<file path="config.mk">
export PLATFORM = sky130hd
export DESIGN_NAME = iopld_port
export DESIGN_NICKNAME = d
export VERILOG_FILES = /design/src/logic/iopld_pkg.sv /design/src/logic/iopld_port.sv
export SDC_FILE = /design/constraint.sdc
export NUM_CORES = 1
export LEC_CHECK = 0
export BUFFER_PORTS_ARGS = -buffer_cell sky130_fd_sc_hd__buf_2
export CAP_MARGIN = 30
export CELL_PAD_IN_SITES_DETAIL_PLACEMENT = 1
export CELL_PAD_IN_SITES_GLOBAL_PLACEMENT = 1
export CORE_MARGIN = 5
export CORE_UTILIZATION = 28
export DETAILED_ROUTE_END_ITERATION = 16
export PLACE_DENSITY_LB_ADDON = 0.1
export SYNTH_ARGS = -nofsm -noshare
export SYNTH_HDL_FRONTEND = slang
export SYNTH_SLANG_ARGS = --single-unit
</file>
<file path="constraint.sdc">
create_clock -name mclk -period 1.5 [get_ports mclk]
set_input_delay 0.075 -clock mclk [delete_from_list [all_inputs] [get_ports mclk]]
set_output_delay 0.075 -clock mclk [all_outputs]
set_load 0.02 [all_outputs]
</file>
<file path="src/logic/iopld_pkg.sv">
`default_nettype none
package iopld_pkg;
    // Width of one port; direction is selected per bit.
    localparam int IOPLD_WIDTH = 8;
    // Latch and direction after reset: latch low, every bit an input.
    localparam logic [7:0] IOPLD_LATCH_RESET = 8'h00;
    localparam logic [7:0] IOPLD_DIR_RESET = 8'h00;
    // Value returned when the write-only direction address is read.
    localparam logic [7:0] IOPLD_DIR_READ_VALUE = 8'h00;
    // Register selects on the internal bus.
    localparam logic IOPLD_SEL_PORT = 1'b0;
    localparam logic IOPLD_SEL_DIR = 1'b1;
endpackage
`default_nettype wire

</file>
<file path="src/logic/iopld_port.sv">
`timescale 1ns/10ps
`default_nettype none
// Function
// Input bits read the sampled pin level.
// Port writes always update the latch.
// Output bits read latch or peripheral output.
// Output bits drive the latch onto pins.
// Direction register reads never return its contents.
// Reset leaves every bit in input mode.
// Master sets direction only by full-byte stores.
// Pull-up acts only on input bits.
// Direction one is output, zero is input.
module iopld_port #(
    parameter int WIDTH = iopld_pkg::IOPLD_WIDTH,
    parameter logic [7:0] PERIPH_READ_SEL = 8'h00
) (
    input wire logic mclk,
    input wire logic reset_n,
    input wire logic bus_sel,
    input wire logic bus_wr,
    input wire logic bus_rd,
    input wire logic [WIDTH-1:0] bus_wdata,
    output logic [WIDTH-1:0] bus_rdata,
    input wire logic [WIDTH-1:0] pullup_ctrl,
    input wire logic [WIDTH-1:0] periph_out,
    input wire logic [WIDTH-1:0] pin_in,
    output logic [WIDTH-1:0] pin_out,
    output logic [WIDTH-1:0] pin_oe,
    output logic [WIDTH-1:0] pullup_en
);
    import iopld_pkg::*;

    // Hazard for software: a read-modify-write of the port register copies
    // the pin level of every input bit, and the selected source of every
    // output bit, back into the latch. The latch of an input bit can thus
    // change although the program meant to touch another bit. Nothing here
    // prevents that; it is a property of the port, not a fault.
    // The direction register cannot be read back, so a store to it must
    // carry the whole byte. A direction read returns a fixed value instead.
    // Read data is registered: it appears one cycle after the read strobe
    // and stands until the next read, so the bus may sample it late.

    // Bus-side state, the pin synchroniser and the next values.
    // The read mux output is plain logic and is only seen through rdata.
    logic [WIDTH-1:0] latch;
    logic [WIDTH-1:0] dir;
    logic [WIDTH-1:0] pin_meta;
    logic [WIDTH-1:0] pin_sync;
    logic [WIDTH-1:0] rdata;
    logic [WIDTH-1:0] next_latch;
    logic [WIDTH-1:0] next_dir;
    logic [WIDTH-1:0] next_rdata;
    logic [WIDTH-1:0] read_port;

    // Next latch and direction; the direction is only ever replaced whole.
    // A port write lands in the latch even for input bits, so software can
    // preload the level that a bit drives once it is switched to output.
    always_comb begin
        next_latch = latch;
        next_dir = dir;
        if (bus_wr && bus_sel == IOPLD_SEL_PORT) begin
            next_latch = bus_wdata;
        end
        if (bus_wr && bus_sel == IOPLD_SEL_DIR) begin
            next_dir = bus_wdata;
        end
    end

    // Port read mux: pins for inputs, latch or peripheral for outputs.
    // The choice between latch and peripheral is fixed per bit at build
    // time, because software has no way to select it at run time.
    always_comb begin
        read_port = '0;
        for (int i = 0; i < WIDTH; i++) begin
            if (!dir[i]) begin
                read_port[i] = pin_sync[i];
            end else if (PERIPH_READ_SEL[i]) begin
                read_port[i] = periph_out[i];
            end else begin
                read_port[i] = latch[i];
            end
        end
    end

    // Read data is registered; direction reads give a fixed value.
    // A write and a read in one cycle see the state before the write.
    always_comb begin
        next_rdata = rdata;
        if (bus_rd) begin
            if (bus_sel == IOPLD_SEL_DIR) begin
                next_rdata = IOPLD_DIR_READ_VALUE[WIDTH-1:0];
            end else begin
                next_rdata = read_port;
            end
        end
    end

    // The bus-side state changes only on a bus strobe, so it is kept apart
    // from the pin synchroniser, which follows the pins on every edge.
    always_ff @(posedge mclk or negedge reset_n) begin
        if (!reset_n) begin
            latch <= IOPLD_LATCH_RESET[WIDTH-1:0];
            dir <= IOPLD_DIR_RESET[WIDTH-1:0];
            rdata <= '0;
        end else begin
            latch <= next_latch;
            dir <= next_dir;
            rdata <= next_rdata;
        end
    end

    // Pins are asynchronous to mclk, so each bit passes two flip-flops.
    // Only the second stage feeds the read mux; the first may be metastable.
    // The price is two cycles of latency on every input read.
    always_ff @(posedge mclk or negedge reset_n) begin
        if (!reset_n) begin
            pin_meta <= '0;
            pin_sync <= '0;
        end else begin
            pin_meta <= pin_in;
            pin_sync <= pin_meta;
        end
    end

    // Pin drive and pull-up gating follow the direction bits.
    // The latch is always on pin_out; pin_oe decides whether it reaches
    // the pad, so an input bit keeps its latch ready for a later switch.
    assign pin_out = latch;
    assign pin_oe = dir;
    // A driven pin never carries a pull-up, whatever software asked for.
    assign pullup_en = pullup_ctrl & ~dir;
    assign bus_rdata = rdata;

    // Checks on the state that reset leaves behind.
    reset_input_a: assert property (@(posedge mclk)
        $rose(reset_n) |-> pin_oe == '0)
        else $error("Port not in input mode after reset.");

    reset_latch_a: assert property (@(posedge mclk)
        $rose(reset_n) |-> pin_out == IOPLD_LATCH_RESET[WIDTH-1:0])
        else $error("Latch not cleared by reset.");

    reset_pullup_a: assert property (@(posedge mclk)
        $rose(reset_n) |-> pullup_en == pullup_ctrl)
        else $error("Pull-ups not free after reset.");

    // Checks on writes: latch and direction change only when addressed.
    // Each write is seen one edge later, as the registers take it.
    port_write_a: assert property (@(posedge mclk)
        disable iff (!reset_n)
        bus_wr && bus_sel == IOPLD_SEL_PORT |=> latch == $past(bus_wdata))
        else $error("Port write did not update latch.");

    latch_hold_a: assert property (@(posedge mclk)
        disable iff (!reset_n)
        !(bus_wr && bus_sel == IOPLD_SEL_PORT) |=> $stable(pin_out))
        else $error("Latch changed without a port write.");

    dir_write_a: assert property (@(posedge mclk)
        disable iff (!reset_n)
        bus_wr && bus_sel == IOPLD_SEL_DIR |=> pin_oe == $past(bus_wdata))
        else $error("Direction write not applied.");

    dir_hold_a: assert property (@(posedge mclk)
        disable iff (!reset_n)
        !(bus_wr && bus_sel == IOPLD_SEL_DIR) |=> $stable(pin_oe))
        else $error("Direction changed without write.");

    // Checks on reads. A read within two cycles of reset release sees the
    // cleared synchroniser rather than the pin; software must wait.
    dir_read_a: assert property (@(posedge mclk)
        disable iff (!reset_n)
        bus_rd && bus_sel == IOPLD_SEL_DIR
        |=> bus_rdata == IOPLD_DIR_READ_VALUE[WIDTH-1:0])
        else $error("Direction read leaked contents.");

    rdata_hold_a: assert property (@(posedge mclk)
        disable iff (!reset_n)
        !bus_rd |=> $stable(bus_rdata))
        else $error("Read data changed without a read.");

    input_read_a: assert property (@(posedge mclk)
        disable iff (!reset_n)
        bus_rd && bus_sel == IOPLD_SEL_PORT && dir == '0
        |=> bus_rdata == $past(pin_in, 3))
        else $error("Input read not the pin level.");

    input_bits_a: assert property (@(posedge mclk)
        disable iff (!reset_n)
        bus_rd && bus_sel == IOPLD_SEL_PORT
        |=> (bus_rdata & ~$past(dir)) == ($past(pin_in, 3) & ~$past(dir)))
        else $error("Input bit of a mixed port read wrong.");

    output_read_a: assert property (@(posedge mclk)
        disable iff (!reset_n)
        bus_rd && bus_sel == IOPLD_SEL_PORT && dir == '1
        |=> bus_rdata == $past((latch & ~PERIPH_READ_SEL[WIDTH-1:0])
            | (periph_out & PERIPH_READ_SEL[WIDTH-1:0])))
        else $error("Output read source wrong.");

    output_bits_a: assert property (@(posedge mclk)
        disable iff (!reset_n)
        bus_rd && bus_sel == IOPLD_SEL_PORT
        |=> (bus_rdata & $past(dir)) == ($past(dir)
            & $past((latch & ~PERIPH_READ_SEL[WIDTH-1:0])
            | (periph_out & PERIPH_READ_SEL[WIDTH-1:0]))))
        else $error("Output bit of a mixed port read wrong.");

    // Checks on the pads: drive and pull-up never overlap.
    // A pull-up fighting a driven pin would only waste current.
    pin_drive_a: assert property (@(posedge mclk)
        disable iff (!reset_n)
        ((pin_out & pin_oe) == (latch & dir)))
        else $error("Output pin not latch value.");

    pullup_gate_a: assert property (@(posedge mclk)
        disable iff (!reset_n)
        (pullup_en & pin_oe) == '0)
        else $error("Pull-up on output bit.");

    pullup_pass_a: assert property (@(posedge mclk)
        disable iff (!reset_n)
        (pullup_en & ~pin_oe) == (pullup_ctrl & ~pin_oe))
        else $error("Pull-up request lost on input bit.");
endmodule
`default_nettype wire

</file>
# Yosys cells after proc, flatten, opt, wreduce, memory -nomap -nowiden
# Cells that the tools add are included.
dict set report op_classes {
  muxes 9
  n_bitwise 3
  n_reduce_logical 2
}
# operator count
set op_table {}
lappend op_table {{bitwise AND 8 bit} 1}
lappend op_table {{two-way mux 1 bit} 8}
lappend op_table {{two-way mux 8 bit} 1}
lappend op_table {{NOT 8 bit} 1}
lappend op_table {{logical AND 1 bit} 2}
lappend op_table {{NOT 1 bit} 1}
dict set report word_totals {
  register_bits 40
  inputBits 37
  word_cells 19
}

# Longest topological paths before layout
# Gate-level depths: netlist (run 1).
dict set report logic_depth {
  word_depth 2
  ltp_mapped 4
  depth_no_buf 2
}

# Least setup slack after synthesis (run 1)
# OpenSTA, ideal clock, no wires.
dict set report synth_path {
  path_kind {register -> output}
  start {register dir[0], in the netlist pin_oe[0]}
  end {output port pullup_en[0]}
  arrival_ns 0.811
  t_required_ns 1.425
  setup_slack_ns 0.614
  stages_incl_launch_ff 2
  path_cell_list {dfrtp_1 nor2b_1}
}
dict set report synth_between {
  elab_chain_cells 2
}
# item line_no
set synth_rtl {}
lappend synth_rtl {{from (decl)} iopld_port.sv:46} ;# logic [WIDTH-1:0] dir;
lappend synth_rtl {{from (signal assigned)} iopld_port.sv:103} ;# dir <= IOPLD_DIR_RESET[WIDTH-1:0];
lappend synth_rtl {{from (signal assigned)} iopld_port.sv:107} ;# dir <= next_dir;
lappend synth_rtl {{NOT 8 bit} iopld_port.sv:131} ;# assign pullup_en = pullup_ctrl & ~dir;
lappend synth_rtl {{bitwise AND 8 bit} iopld_port.sv:131}
lappend synth_rtl {{to (decl)} iopld_port.sv:29} ;# output logic [WIDTH-1:0] pullup_en
# Every way passes these cells.

# Worst setup path in the final report (run 1)
dict set report layout_path {
  start {register dir[5], in the netlist pin_oe[5]}
  end {output port pullup_en[5]}
}
# Same word-level chain as after synthesis.

==> flow_summary.toml, run 1 <==
[worst_setup_path]
reg2reg_to = "bus_rdata[7]"
cp_cell_sequence = "nor2b_1 > buf_2"
critical_path_required_ns = 1.42
slowest_stage = "dfrtp_1"
reg2reg_from = "pin_oe[7]"
max_stage_delay_ns = 0.43
critPathLaunchType = "flop"
path_class = "reg2out"
end_kind = "output port"
r2r_cells = 2
reg2reg_slack_ns = 0.64
cp.arrival_ns = 1.02
critPathMaxFanout = 4

[clock_tree]
cts_setup_buffers = 0
clockRootBuffer = "clkbuf_8"
cts_hold_buf = 9
h-tree-depth = 2
clkLatencyLatePin_ns = 0.29
clock-sinks = 40
clockBufferDepth = 2
cts_resized = 0
cts_tree = "yes"
clkSlewWorstSetupHoldPaths_ns = 0.08
cts_buffers = 5

[global_routing]
grtUsageMet2 = 0.183
grt_max_degree = 41
grt_pass1_vias = 1135
antenna_found_initial = 0
grt_pass1_wl_um = 5450
grt.overflow.total = 0
use_met3 = 0.0434
grt.busiest_layer = "met2"
use_met1 = 0.133
grt_use_total = 0.111

[final_layout]
finalInstanceArea_um2 = 2040
nFillCells = 574
syn2layout_area_growth_pct = 39.1
multi_input_area_um2 = 412
ff_latch_area_um2 = 1000
fin_nets = 207
diodes = 0
layout-drive-gt1-share = 0.520
post-route-util = 0.399

[synth]
ys_seq_area_frac = 0.684
synth_warnings = 0
netlist_instances = 94
synth_area_um2 = 1460
syn_avg_cell_area_um2 = 15.6
synth-seq-cells = 40
synth_nets = 131
ys_types = 12

[floorplan]
die_w_um = 82.3
io_pins = 69
rows = 26
dieArea_um2 = 6770
core_um2 = 5110
start_util = 0.287
die_h_um = 82.3

[hold_path]
hold_depth = 2
min_to = "pin_out[6]"
hp-class = "in2reg"
hp-start = "bus_wdata[6]"

[timing]
fin_ws_ns = 0.409
hold_violations = 0
skew_ns = 0.00448
slew_headroom = 0.656
final-setup-viol-count = 0
fmax_mhz = 916
rsz0062_at_grt = "false"
tns_ns = 0
final_max_slew_viol_count = 0
worst_pin_slew_ns = 0.517
period_share = 0.728
fin_crit_ns = 1.09

[route]
firstDrtPassIters = 2
vias = 1009
wl_per_cell_um = 14.4
drtAntennaViolNets = 0
drt_wl_total_um = 3480
avgViaCountPerCell = 4.19
drc_errors = 0
drt_iter0_markers = 10

[placed_design]
place_congestion = 0.695
dp_hpwl_um = 2490
placed_area_um2 = 1850
post-place-ws_ns = 0.555
io_buffers = 60

[power]
power_density_nw_per_um2 = 1250
p_leak_uw = 0.00103
ir_worst_vdd_uv = 427

[run_status]
status = "finished clean"

[run]
maxCapViolations = 0
## through the flow
stage	std cells	power [uW]	hold slack [ns]
after floorplan	94	1600	-0.221
after global placement	224	1810	0.167
after detailed placement	224	1830	0.171
after CTS	241	2590	0.0196
after global routing	241	2680	0.0149
final	241	2540	0.0238
## critical path: cells and delay by family (launching register included)
family | cells | cell delay, ns
DFF | 1 | 0.43
buffers and inverters | 1 | 0.17
and+or+nand+nor | 1 | 0.13
## power breakdown
group	switching, uW	total [uW]	internal [uW]	leakage (uW)
sequential	83.6	1270	1190	0.000478
combinational	291	533	242	0.000499
clock	367	734	367	0.0000510
total	741	2540	1800	0.00103
## state kept, by name, summed over array words and instances (netlist names)
signal     flops
pin_out        8
pin_meta       8
bus_rdata      8
pin_sync       8
pin_oe         8
## cell families after synthesis
kind of cell,Yosys count,synth area share
flops,40,0.684
mux,24,0.198
simple gates,11,0.0487
buf+inv,11,0.0350
compound gates,8,0.0342
## how the worst max path moves through the flow
stage	from	endpoint
floorplan	pin_oe[0]	pullup_en[0]
CTS	pin_oe[5]	pullup_en[5]
detailed placement	bus_sel	pin_out[0]
global route	pin_oe[1]	pullup_en[1]
global placement	bus_wr	pin_out[7]
finish	pin_oe[5]	pullup_en[5]
## Yosys cell counts, drive strengths merged
master   n  area [um^2]
o22ai    8         50.1
mux2    16          210
mux2i    8         80.1
nand2b   1         6.26
buf      3         21.3
nand2    1         6.26
dfrtp   40         1000
nor2b    9         58.8
inv      8         30.0
## area by class of cell
cell class / instances / area share
well taps: 70 / 0.0430
multi-input cells: 43 / 0.202
flip-flops and latches: 40 / 0.492
clock buffers: 6 / 0.0406
inverters: 8 / 0.0148
repair buffers: 72 / 0.203
clock inverters: 2 / 0.00492
## cells in the final DEF, fill, tap and decap left out, drive strengths merged, types with 2 or more instances in the layout
cell type / count
clkbuf: 6
nor2b: 9
mux2i: 8
o22ai: 8
clkinv: 2
mux2: 16
dlygate4sd3: 9
dfrtp: 40
buf: 63
inv: 8
## routing by layer
metal,routed length (um),part of all wire,vias to the layer above
li1,-,-,471
met1,1440,0.41,493
met2,1720,0.49,39
met3,279,0.080,6
met4,46,0.013,0
met5,0,0,-
Note: power is estimated with default switching activity, not from simulation.
==> run 2, diff against run 1 <==
clock period = 0.9 ns   (was 1.5 ns; I/O delays follow)
==> run 2 against run 1 <==
  * The flow now finishes with violations (negative setup slack)
  * Largest power group unchanged
  * Global-route usage rose by 0.97 points
  * Sequential power is 69% higher
  * Die area did not move
  * Total power grew 89%
  * Flip-flop and latch count stayed put
  * Via count is 11% higher
  * Register-to-register slack got worse by 0.77 ns
  * Count of clock-buffer cells in the layout is 1 higher
  * Clock skew shrank 0.00098 ns
  * First-iteration DRC count grew to 2.6 times the previous value
  * Sequential share of layout area down 9.0 points
  * Final area is 22% higher
==> flow_summary.toml, run 2 (same netlist as run 1, synthesis figures left out) <==
[worst_setup_path]
path_class = "reg2out"
critPathMaxFanout = 4
critPathLaunchType = "flop"
cp.arrival_ns = 0.99
end_kind = "output port"
critical_path_required_ns = 0.85
r2r_cells = 3

[timing]
period_share = 1.15
final-setup-viol-count = 25
fin_crit_ns = 1.04
slew_headroom = 0.757
fmax_mhz = 962
worst_pin_slew_ns = 0.365
hold_violations = 0
fin_ws_ns = -0.139
skew_ns = 0.00350
final_max_slew_viol_count = 0
rsz0062_at_grt = "true"

[route]
drt_iter0_markers = 26
vias = 1118
avgViaCountPerCell = 4.20
drt_wl_total_um = 3900
wl_per_cell_um = 14.7
drc_errors = 0
drtAntennaViolNets = 0
firstDrtPassIters = 2

[run]
maxCapViolations = 0

[placed_design]
placed_area_um2 = 1870
place_congestion = 0.706
io_buffers = 60
dp_hpwl_um = 2570
dpl.cell_count = 225

[power]
power_density_nw_per_um2 = 1930
p_leak_uw = 0.00122
power_uw = 4810
ir_worst_vdd_uv = 728

[hold_path]
hold_depth = 3
hp-class = "in2reg"

[final_layout]
diodes = 0
fin_nets = 233
ff_latch_area_um2 = 1000
nFillCells = 551
multi_input_area_um2 = 435
syn2layout_area_growth_pct = 70.3
finalInstanceArea_um2 = 2490
fin_cells = 266
final_common_cell = "dfrtp_1"
layout-drive-gt1-share = 0.546
most-common-layout-cells = "40 x dfrtp_1, 33 x buf_6, 29 x buf_2"
post-route-util = 0.488

[clock_tree]
clkLatencyLatePin_ns = 0.28
clockRootBuffer = "clkbuf_8"
h-tree-depth = 2
clockBufferDepth = 2
cts_tree = "yes"
cts_buffers = 5
clkSlewWorstSetupHoldPaths_ns = 0.07
clock-sinks = 40

[floorplan]
io_pins = 69
die_h_um = 82.3
rows = 26
dieArea_um2 = 6770
core_um2 = 5110
die_w_um = 82.3
start_util = 0.287

[global_routing]
grt_pass1_vias = 1226
grt_max_degree = 41
antenna_found_initial = 0
grt_pass1_wl_um = 5980
grt.overflow.total = 0
grt_use_total = 0.121

[run_status]
violations = "negative setup slack"
status = "complete, but fails checks"
## run 2: through the flow
step | setup slack (ns) | hold WS (ns) | setup TNS, ns
after floorplan | 0.0171 | -0.251 | 0
after global placement | -0.0120 | 0.0318 | -0.0562
after detailed placement | -0.0121 | 0.0336 | -0.0896
after CTS | -0.149 | 0.000405 | -1.44
after global routing | -0.217 | 0.138 | -3.84
final | -0.139 | 0.136 | -2.06
## run 2: where the power goes
part           switching, uW  internal (uW)  total (uW)
logic                    575            820        1400
registers                162           1980        2150
clock network            589            683        1270
total                   1330           3490        4810
## run 2: worst max-delay path, stage by stage, from the launching register on
cell,delay [ns]
dfrtp_1,0.42
nor2b_1,0.14
buf_4,0.15
## run 2: final cells by class
type,count,area share
multi-input cells,43,0.175
well taps,70,0.0351
flip-flops and latches,40,0.402
clock buffers,7,0.0387
repair buffers,98,0.338
inverters,8,0.0120
## run 2: layer usage
metal | vias up | GRT usage | wire length (um)
li1 | 517 | - | -
met1 | 558 | 0.145 | 1600
met2 | 39 | 0.201 | 2020
met3 | 4 | 0.0423 | 246
met4 | 0 | 0.0399 | 31
met5 | - | 0 | 0
## run 2: worst paths after layout
check / to / slack [ns] / from
setup / recovery: pullup_en[2] / -0.14 / pin_oe[2]
hold / removal: bus_rdata[6] / 0.14 / bus_rd
setup reg to reg: pin_oe[6] / -0.13 / pin_oe[6]
hold reg to reg: pin_sync[7] / 0.35 / pin_meta[7]
max in group asynchronous: pin_out[6] / 0.44 / reset_n
min in group asynchronous: pin_oe[3] / 0.26 / reset_n
## run 2: timing repair
action,4_1_cts,5_1_grt
buffers inserted,10,7
setup endpoints to repair,29,46
gates cloned,0,0
endpoints found under the hold margin,56,3
hold buffers,14,3
pin swaps,1,0
gates resized for setup,44,25
